[src/frs_pkg.sv]
// Package for fault reaction and self-test select logic
package frs_pkg;
  localparam int          FRS_NSRC         = 5;
  localparam int          FRS_SRC_OV       = 1;
  localparam int          FRS_SRC_DOP      = 0;
  localparam logic        FRS_REG_SUP      = 1'h0;
  localparam logic        FRS_REG_AMP      = 1'h1;
  localparam logic [7:0]  FRS_SUP_MASK     = 8'he6;
  localparam logic [7:0]  FRS_AMP_MASK     = 8'h7f;
  localparam logic [7:0]  FRS_SEL_RESET    = 8'h00;
  localparam logic [1:0]  FRS_CAP_WARN     = 2'h0;
  localparam logic [1:0]  FRS_CAP_LATCH    = 2'h3;
  localparam logic [2:0]  FRS_OV_WARN      = 3'h0;
  localparam logic [2:0]  FRS_OV_ERR       = 3'h1;
  localparam logic [2:0]  FRS_OV_ARE       = 3'h2;
  localparam logic [2:0]  FRS_OV_LE        = 3'h3;
  localparam logic [2:0]  FRS_OV_ARE_HS    = 3'h6;
  localparam logic [2:0]  FRS_OV_LE_HS     = 3'h7;
  localparam int          FRS_CLK_NS       = 25;
  localparam int          FRS_EXT_TIME_NS  = 1000;
  localparam int          FRS_EXT_CYCLES   = (FRS_EXT_TIME_NS + FRS_CLK_NS - 1) / FRS_CLK_NS;
  localparam int          FRS_EXT_W        = 8;

  typedef struct packed {
    logic [2:0][1:0] capUvCode;
    logic [2:0]      ovCode;
    logic            dopCode;
  } frs_cfg_s;

  typedef struct packed {
    logic [2:0] capUv;
    logic       ov;
    logic       dop;
  } frs_det_s;

  typedef struct packed {
    logic [2:0] highOff;
    logic [2:0] lowOff;
  } frs_fet_s;
endpackage

[src/frs_fault_reaction.sv]
// Fault reaction, status flags, fault pin and self-test selection
module frs_fault_reaction
  import frs_pkg::*;
(
  // Clock and reset
  input  wire logic             mclk,
  input  wire logic             resetn,
  // Pins
  input  wire logic             driverEnablePin,
  output logic                  faultPinN,
  // Failure configuration and detectors
  input  wire frs_cfg_s         cfg,
  input  wire frs_det_s         det,
  // Failure status
  input  wire logic             failRegRead,
  output logic [FRS_NSRC-1:0]   failReg,
  output logic                  warnFlag,
  output logic                  errFlag,
  output frs_fet_s              fetOff,
  // Self-test mode from entry sequence checker
  input  wire logic             selftestMode,
  // Register access
  input  wire logic             regWrite,
  input  wire logic             regSel,
  input  wire logic [7:0]       regWdata,
  output logic [7:0]            regRdata,
  // Self-test outputs
  output logic [7:0]            activeSupTest,
  output logic [7:0]            activeAmpTest,
  output logic [2:0]            ampEnable
);

  // Highest set bit wins: bit 7 first, matching the priority order
  function automatic logic [7:0] pickTop(input logic [7:0] req);
    logic [7:0] res;
    res = 8'h00;
    for (int i = 0; i < 8; i++) begin
      if (req[i]) begin
        res = 8'h00;
        res[i] = 1'b1;
      end
    end
    return res;
  endfunction

  // Failure register index of capacitor monitor c; capacitor 0 sits on top
  function automatic int capIdx(input int c);
    return FRS_NSRC - 1 - c;
  endfunction

  logic [2:0]            enaSync_r;
  logic                  enaLevel_r;
  logic [FRS_NSRC-1:0]   detVec;
  logic [FRS_NSRC-1:0]   isErr;
  logic [FRS_NSRC-1:0]   isLatch;
  logic [FRS_NSRC-1:0]   latch_r;
  logic [FRS_NSRC-1:0]   pinLow;
  logic [FRS_NSRC-1:0]   restartOff;
  logic [FRS_EXT_W-1:0]  extCnt_r [FRS_NSRC];
  logic [7:0]            selSup_r;
  logic [7:0]            selAmp_r;
  logic [7:0]            ampTop;
  logic [2:0]            ampUnderTest;
  logic                  ovHighOff;
  logic                  ovLowOff;
  logic                  dopAllOff;

  // Failure register order: capacitor 0 on top, output pin at bit 0
  assign detVec = {det.capUv[0], det.capUv[1], det.capUv[2], det.ov, det.dop};

  // Enable pin sync; level taken once the last two stages agree
  always_ff @(posedge mclk or negedge resetn) begin
    if (!resetn) begin
      enaSync_r <= 3'h0;
    end else begin
      enaSync_r <= {enaSync_r[1:0], driverEnablePin};
    end
  end

  always_ff @(posedge mclk or negedge resetn) begin
    if (!resetn) begin
      enaLevel_r <= 1'b0;
    end else if (enaSync_r[1] == enaSync_r[2]) begin
      enaLevel_r <= enaSync_r[2];
    end
  end

  // Per-source behaviour decode; index 4..2 capacitors, 1 supply, 0 output pin
  always_comb begin
    for (int i = 0; i < 3; i++) begin
      isErr[capIdx(i)]      = cfg.capUvCode[i] != FRS_CAP_WARN;
      isLatch[capIdx(i)]    = cfg.capUvCode[i] == FRS_CAP_LATCH;
      restartOff[capIdx(i)] = cfg.capUvCode[i][1] && !isLatch[capIdx(i)];
    end
    // Unlisted supply codes 100 and 101 raise an error only
    isErr[FRS_SRC_OV]      = cfg.ovCode != FRS_OV_WARN;
    isLatch[FRS_SRC_OV]    = cfg.ovCode == FRS_OV_LE || cfg.ovCode == FRS_OV_LE_HS;
    restartOff[FRS_SRC_OV] = cfg.ovCode == FRS_OV_ARE || cfg.ovCode == FRS_OV_ARE_HS;
    isErr[FRS_SRC_DOP]      = 1'b1;
    isLatch[FRS_SRC_DOP]    = cfg.dopCode;
    restartOff[FRS_SRC_DOP] = 1'b0;
  end

  // Independent reaction per source
  generate
    for (genvar s = 0; s < FRS_NSRC; s++) begin : g_src
      // Set wins over the enable-pin clear
      always_ff @(posedge mclk or negedge resetn) begin
        if (!resetn) begin
          latch_r[s] <= 1'b0;
        end else if (detVec[s] && isLatch[s]) begin
          latch_r[s] <= 1'b1;
        end else if (!enaLevel_r) begin
          latch_r[s] <= 1'b0;
        end
      end

      // Extension timer reloads while an error-type failure is present
      always_ff @(posedge mclk or negedge resetn) begin
        if (!resetn) begin
          extCnt_r[s] <= '0;
        end else if (detVec[s] && isErr[s]) begin
          extCnt_r[s] <= FRS_EXT_W'(FRS_EXT_CYCLES);
        end else if (extCnt_r[s] != '0) begin
          extCnt_r[s] <= extCnt_r[s] - FRS_EXT_W'(1);
        end
      end

      // Sticky failure bit; set wins over the read clear
      always_ff @(posedge mclk or negedge resetn) begin
        if (!resetn) begin
          failReg[s] <= 1'b0;
        end else if (detVec[s]) begin
          failReg[s] <= 1'b1;
        end else if (failRegRead) begin
          failReg[s] <= 1'b0;
        end
      end

      assign pinLow[s] = latch_r[s] || (isErr[s] && (detVec[s] || extCnt_r[s] != '0));
    end
  endgenerate

  // Supply and output-pin reactions reach every half bridge
  assign ovHighOff = (restartOff[FRS_SRC_OV] || isLatch[FRS_SRC_OV]) && pinLow[FRS_SRC_OV];
  assign ovLowOff  = ovHighOff && !cfg.ovCode[2];
  assign dopAllOff = isLatch[FRS_SRC_DOP] && latch_r[FRS_SRC_DOP];

  // Pin and summary flags
  always_ff @(posedge mclk or negedge resetn) begin
    if (!resetn) begin
      faultPinN <= 1'b1;
      warnFlag  <= 1'b0;
      errFlag   <= 1'b0;
    end else begin
      faultPinN <= ~|pinLow;
      warnFlag  <= |(failReg & ~isErr);
      errFlag   <= |(failReg & isErr);
    end
  end

  // FET shut-off; self-tests never touch the output stages
  always_ff @(posedge mclk or negedge resetn) begin
    if (!resetn) begin
      fetOff <= '0;
    end else begin
      for (int i = 0; i < 3; i++) begin
        fetOff.highOff[i] <= (latch_r[capIdx(i)] || (restartOff[capIdx(i)] && pinLow[capIdx(i)]))
                             || ovHighOff
                             || dopAllOff;
        fetOff.lowOff[i]  <= ovLowOff
                             || dopAllOff;
      end
    end
  end

  // Select registers: writes only in self-test mode, cleared outside it
  always_ff @(posedge mclk or negedge resetn) begin
    if (!resetn) begin
      selSup_r <= FRS_SEL_RESET;
      selAmp_r <= FRS_SEL_RESET;
    end else if (!selftestMode) begin
      selSup_r <= FRS_SEL_RESET;
      selAmp_r <= FRS_SEL_RESET;
    end else if (regWrite && regSel == FRS_REG_SUP) begin
      selSup_r <= regWdata & FRS_SUP_MASK;
    end else if (regWrite && regSel == FRS_REG_AMP) begin
      selAmp_r <= regWdata & FRS_AMP_MASK;
    end
  end

  // Read path follows the register select one cycle later
  always_ff @(posedge mclk or negedge resetn) begin
    if (!resetn) begin
      regRdata <= 8'h00;
    end else begin
      regRdata <= (regSel == FRS_REG_SUP) ? selSup_r : selAmp_r;
    end
  end

  // Gain test pairs: bits 2:1 amplifier 1, 4:3 amplifier 2, 6:5 amplifier 3
  always_comb begin
    ampTop = pickTop(selAmp_r);
    for (int a = 0; a < 3; a++) begin
      ampUnderTest[a] = ampTop[2 * a + 1] || ampTop[2 * a + 2];
    end
  end

  // One test at a time; supervision register ahead of amplifier register
  always_ff @(posedge mclk or negedge resetn) begin
    if (!resetn) begin
      activeSupTest <= 8'h00;
      activeAmpTest <= 8'h00;
      ampEnable     <= 3'h7;
    end else begin
      activeSupTest <= pickTop(selSup_r);
      activeAmpTest <= (selSup_r != 8'h00) ? 8'h00 : ampTop;
      ampEnable     <= (selSup_r != 8'h00) ? 3'h7 : ~ampUnderTest;
    end
  end

endmodule // frs_fault_reaction

[config.mk]
export PLATFORM = sky130hd
export DESIGN_NAME = frs_fault_reaction
export DESIGN_NICKNAME = d
export VERILOG_FILES = /design/src/frs_pkg.sv /design/src/frs_fault_reaction.sv
export SDC_FILE = /design/constraint.sdc
export NUM_CORES = 1
export LEC_CHECK = 0
export ABC_CLOCK_PERIOD_IN_PS = 3900
export BUFFER_PORTS_ARGS = -buffer_cell sky130_fd_sc_hd__buf_4
export CORE_MARGIN = 2
export CORE_UTILIZATION = 50
export CTS_CLUSTER_DIAMETER = 120
export DETAILED_ROUTE_END_ITERATION = 16
export PLACE_DENSITY = 0.74
export SYNTH_ARGS = -nofsm -noshare
export SYNTH_HDL_FRONTEND = slang
export SYNTH_SLANG_ARGS = --single-unit
[constraint.sdc]
create_clock -name mclk -period 3.9 [get_ports mclk]
set_clock_uncertainty 0.1 [all_clocks]
set_input_delay 0.78 -clock mclk [delete_from_list [all_inputs] [get_ports mclk]]
set_output_delay 0.78 -clock mclk [all_outputs]
set_load 0.05 [all_outputs]
== Word-level counts from Yosys, hierarchy flattened ==
Cells that the tools add are included.

* Memories: 0
* Bits in read-only memories: 0
* Bits in latches: 0
* Output and inout port bits: 41
* RAM bits: 0
* Logic and storage cells: 179
* Input bits: 30
* Register bits: 104

* Add/sub/neg operators: 5
* Divide/modulo/power cells: 0
* Mux-type cells: 46
* Equal/unequal tests: 16
* Order comparisons: 0
* Shift-type cells: 0
* Bitwise gates (word level): 5
* Reductions and logical operators: 79
* Multiply operators: 0

{| class="wikitable"
|+ Operator list
! operator !! count
|-
| 8-bit 2-to-1 mux || 25
|-
| 8-bit nonzero test || 6
|-
| 8-bit by 1-bit subtractor with 8-bit output, second input constant || 5
|-
| 1-bit logical OR || 26
|-
| 2-bit nonzero test || 13
|-
| 1-bit logical AND || 24
|-
| 5-bit OR reduction || 3
|-
| 1-bit 2-to-1 mux || 14
|-
| 2-bit by 1-bit != test with 1-bit output, second input constant || 7
|-
| 5-bit bitwise AND || 2
|-
| 7-bit 2-to-1 mux || 1
|-
| 2-bit equality test, second input constant || 3
|-
| 3-bit by 2-bit equality test with 1-bit output, second input constant || 2
|-
| 3-bit equality test, second input constant || 2
|-
| 3-bit 2-to-1 mux || 2
|-
| 6-bit 2-to-1 mux || 1
|-
| 1-bit logical NOT || 5
|-
| 5-bit 2-to-1 mux || 1
|-
| 5-bit inverter || 1
|-
| 4-bit 2-to-1 mux || 1
|-
| 3-bit inverter || 1
|-
| 3-bit nonzero test || 1
|-
| 2-bit 2-to-1 mux || 1
|-
| 2-bit != test, second input constant || 1
|-
| 3 further kinds || 3
|}

== Depth between registers and ports, before layout ==
* Word-level depth: 11
* Depth in mapped cells: 7
* Mapped depth without buffers: 6

== Least setup slack after synthesis ==
No wires, ideal clock.

* Path kind: input-to-reg
* Start: input det[0] (netlist bit)
* End: register faultPinN
* Arrival: 1940 ps
* Library setup time: 75 ps
* Buffers on the path: 0
* Cell stages on the path: 3
* Setup slack: 1784 ps
* Required time: 3725 ps
* Cells stage by stage: or4_2 > or4_4 > nor3_2

* Cells in the longest elaborated chain, start to end: 4

{| class="wikitable"
|+ Ends and longest elaborated chain
! element !! line !! RTL
|-
| start: declaration || frs_fault_reaction.sv:13 || <nowiki>input wire frs_det_s det,</nowiki>
|-
| 1-bit logical OR (2 in series) || frs_fault_reaction.sv:140 || <nowiki>assign pinLow[s] = latch_r[s] || (isErr[s] && (detVec[s] || extCnt_r[s] != '0));</nowiki>
|-
| 5-bit OR reduction || frs_fault_reaction.sv:156 || <nowiki>faultPinN <= ~|pinLow;</nowiki>
|-
| 1-bit logical NOT || frs_fault_reaction.sv:156 ||
|-
| end signal: assignment || frs_fault_reaction.sv:156 ||
|-
| end: declaration || frs_fault_reaction.sv:10 || <nowiki>output logic faultPinN,</nowiki>
|}

No other way between the ends.
A chain may end at the register's enable or synchronous reset.

== Worst setup path after layout ==
* Start: register extCnt_r[24] (netlist bit)
* End: register fetOff[5] (netlist bit)

* Cells in the longest elaborated chain, start to end: 7

{| class="wikitable"
|+ Ends and longest elaborated chain
! element !! line !! RTL
|-
| start: declaration || frs_fault_reaction.sv:59 || <nowiki>logic [FRS_EXT_W-1:0] extCnt_r [FRS_NSRC];</nowiki>
|-
| start signal: indexed assignment || frs_fault_reaction.sv:123 || <nowiki>extCnt_r[s] <= FRS_EXT_W'(FRS_EXT_CYCLES);</nowiki>
|-
| start signal: indexed assignment || frs_fault_reaction.sv:125 || <nowiki>extCnt_r[s] <= extCnt_r[s] - FRS_EXT_W'(1);</nowiki>
|-
| 8-bit nonzero test || frs_fault_reaction.sv:140 ||
|-
| 1-bit logical OR || frs_fault_reaction.sv:140 ||
|-
| 1-bit logical AND || frs_fault_reaction.sv:140 ||
|-
| 1-bit logical OR || frs_fault_reaction.sv:140 ||
|-
| 1-bit logical AND || frs_fault_reaction.sv:145 || <nowiki>assign ovHighOff = (restartOff[FRS_SRC_OV] || isLatch[FRS_SRC_OV]) && pinLow[FRS_SRC_OV];</nowiki>
|-
| 1-bit logical OR || frs_fault_reaction.sv:169 || <nowiki>|| ovHighOff</nowiki>
|-
| 1-bit logical OR || frs_fault_reaction.sv:170 || <nowiki>|| dopAllOff;</nowiki>
|-
| end: declaration || frs_fault_reaction.sv:19 || <nowiki>output frs_fet_s fetOff,</nowiki>
|}

No other way between the ends.

==> out/summary.txt <==
Final slew viol count -> 0
Worst vdd ir -> 0.000305 V
# IOs -> 71
Total of max-cap violations -> 0
FF+latch area -> 2410 sq um
Worst skew pair latency -> 0.36 ns
Total CTS buffers -> 9
Lkg Pwr -> 2.39 nW
Die area -> 9510 sq um
Fin nets -> 516
Post-synthesis sequential area ratio -> 55.0%
Final-report hold violation count -> 0
Multi-input combinational cell area -> 1810 sq um
Synthesized area per cell -> 10.7 sq um
Reg-to-Reg Start -> extCnt_r[24]$_DFFE_PN0P_
Max Root-Sink Buffers -> 2
Synth unique cells -> 58
CTS tree -> done
Htree depth -> 3
Ys async rst share -> 100%
Setup violators final -> 0
HP Start -> enaSync_r[0]$_DFF_PN0_
Vias per cell -> 5.43
Total power draw -> 2.59 mW
Finished Core Util -> 60.0%
Slack of the critical path -> 1.65 ns
Final TNS setup -> 0 ns
Max-slew headroom -> 49.4%
Outcome -> finished, final reports clean
Initial Utilization -> 50.9%
Clk sinks -> 96
RSZ-0062 raised after global routing -> false
Clock slew seen by the registers of the worst setup and hold paths -> 0.09 ns
GPL Wtd Cong -> 0.814
Via count -> 3198
Diodes inserted -> 0
Vias in the first global route -> 3145
Buffers on Ports -> 66
Fillers -> 732
Post-CTS setup buffer count -> 0
Detailed Route Iter0 Violations -> 113
Largest net degree at the start of global routing -> 57
Worst Tran Pin Value -> 0.753 ns
Final Routed Wirelength -> 8620 um
Synth Instances -> 410
Min-delay worst type -> reg2reg
Number of flops mapped to enable cells by yosys -> 0
Yosys warns -> 0
DR top layer -> met4
CP Class -> reg2reg
Worst Path Arrival -> 2.39 ns
Max Freq -> 444 MHz
Dpl hpwl -> 6320 um
Metal1 wirelength -> 3810 um
Startpoint types -> flop
Dpl ws -> 1.58 ns
Setup crit start -> extCnt_r[24]$_DFFE_PN0P_
First-pass GRT wire length -> 14800 um
Die X -> 97.5 um
DIE HEIGHT -> 97.5 um
Period utilization -> 57.8%
Detailed route wirelength on metal3 -> 426 um
Initial antenna violation count -> 0
Post-synthesis register bit count -> 96
PD cells -> 502 nW/um^2
Worst Path Required -> 4.04 ns
Worst setup EP type -> flop
Share of layout cells above drive strength 1 -> 22.2%
Post-layout min period -> 2.25 ns
Post-CTS resize count -> 0
First drt pass iteration count -> 5
Syn-to-layout area delta -> 17.9%
Clock root cell -> clkbuf_8
Post-synthesis cell area -> 4370 sq um
Row Count -> 34
Drt wl/cell -> 14.6 um
Post-DRT Antenna Nets -> 0
Metal2 WL -> 4200 um
Remaining Overflow, GRT -> 0
Core Area -> 8590 sq um
Ys flop type -> dfrtp_1
Tot GR Track Use -> 19.2%
DRC Markers -> 0
Hold_buf cts -> 0
Crit Path Max Fanout -> 9
==> layer usage <==
layer | vias up | track usage [%]
met3 | 18 | 4.39
met5 | - | 0
met4 | 0 | 7.91
li1 | 1544 | -
met2 | 80 | 30.8
met1 | 1556 | 25.3
==> worst paths after layout <==
kind | slack, ns | end | depth (start not counted)
hold reg to reg | 0.26 | enaSync_r[1]$_DFF_PN0_ | 0
max in group asynchronous | 2.51 | ampEnable[2]$_DFF_PN1_ | 2
min in group asynchronous | 0.35 | extCnt_r[20]$_DFFE_PN0P_ | 1
hold / removal | 0.26 | enaSync_r[1]$_DFF_PN0_ | 0
setup / recovery | 1.65 | fetOff[5]$_DFF_PN0_ | 6
setup reg to reg | 1.65 | fetOff[5]$_DFF_PN0_ | 6
==> power by group <==
part,internal [mW],switching (mW)
combinational,0.270,0.372
clock,0.322,0.356
sequential,1.13,0.138
total,1.72,0.866
==> critical path, stage by stage (launching register included) <==
cell and delay [ns]:
dfrtp_1 0.41, inv_1 0.09, ha_1 0.13, or3b_2 0.54, o41ai_2 0.33, nand2_1 0.18, or3_1 0.36
==> logic make-up (layout without fill, tap and decap cells) <==
kind of cell,count (synthesis),after routing,share of synthesized area (%)
simple gates,161,161,19.7
flops,96,96,55.0
compound gates,69,69,10.9
buf+inv,38,106,3.78
xor+xnor,17,17,3.40
mux,17,17,4.00
fa+ha+maj,11,11,3.09
other cells,1,4,0.0857
==> cells in the mapped netlist, types with 2 or more instances <==
library cell | count | area share (%)
nor2_1 | 49 | 4.2
or2_2 | 3 | 0.43
and3b_1 | 2 | 0.40
mux2_2 | 4 | 1.0
o211ai_1 | 3 | 0.51
a31oi_1 | 2 | 0.29
nand3b_1 | 2 | 0.34
nand2_1 | 26 | 2.2
or4_1 | 3 | 0.51
nand2b_1 | 6 | 0.86
a21o_1 | 5 | 0.86
a32o_1 | 4 | 0.92
a21boi_0 | 7 | 1.2
mux2i_1 | 13 | 3.0
and3_1 | 3 | 0.43
nor3b_1 | 3 | 0.51
a211oi_1 | 7 | 1.2
or4_4 | 2 | 0.51
nor4_1 | 3 | 0.43
nor2b_1 | 11 | 1.6
a21oi_1 | 14 | 1.6
nor4b_1 | 3 | 0.60
or3b_2 | 4 | 0.80
dfrtp_1 | 92 | 53
or3_1 | 7 | 1.0
o21ai_0 | 15 | 1.7
dfstp_2 | 4 | 2.4
ha_1 | 10 | 2.9
buf_4 | 6 | 1.0
inv_1 | 22 | 1.9
nand3_1 | 9 | 1.0
clkbuf_1 | 10 | 0.86
nor3_1 | 10 | 1.1
nand4b_1 | 2 | 0.40
and2_1 | 6 | 0.86
xnor2_1 | 8 | 1.6
xor2_1 | 9 | 1.8
==> flip-flops by register name, indices dropped and copies added, names as in the netlist, 3 cells and up <==
signal         count
extCnt_r          40
regRdata           8
activeAmpTest      7
selAmp_r           7
activeSupTest      5
failReg            5
latch_r            5
selSup_r           5
fetOff             4
ampEnable          3
enaSync_r          3
==> per-stage QoR <==
stage	cells	area, sq um	hold slack [ns]
global route	589	5160	0.272
detailed placement	573	4950	0.238
CTS	589	5160	0.260
floorplan	413	4390	0.231
finish	589	5160	0.259
global placement	573	4950	0.233
==> cell usage in the layout (no fill, tap or decap), types with 4 or more instances in the layout <==
| cell | instances |
|---|---|
| conb_1 | 4 |
| a32o_1 | 4 |
| a21o_1 | 5 |
| xnor2_1 | 8 |
| nor2_1 | 49 |
| or3_1 | 7 |
| ha_1 | 10 |
| clkbuf_8 | 10 |
| nand2_1 | 26 |
| mux2i_1 | 13 |
| nand3_1 | 9 |
| a211oi_1 | 7 |
| xor2_1 | 9 |
| a21boi_0 | 7 |
| inv_1 | 22 |
| and2_1 | 6 |
| buf_4 | 68 |
| mux2_2 | 4 |
| nor3_1 | 10 |
| dfrtp_1 | 92 |
| a21oi_1 | 14 |
| o21ai_0 | 15 |
| dfstp_2 | 4 |
| nand2b_1 | 6 |
| or3b_2 | 4 |
| nor2b_1 | 11 |
==> final cells by class <==
| cell class | count | share of cell area [%] |
|---|---|---|
| Clock inverter | 6 | 1.41 |
| Clock buffer | 10 | 2.67 |
| Multi-Input combinational cell | 279 | 35.1 |
| Inverter | 22 | 1.60 |
| Timing Repair Buffer | 68 | 9.90 |
| Sequential cell | 96 | 46.7 |
| Tap cell | 108 | 2.62 |
Note: power is estimated with default switching activity, not from simulation.
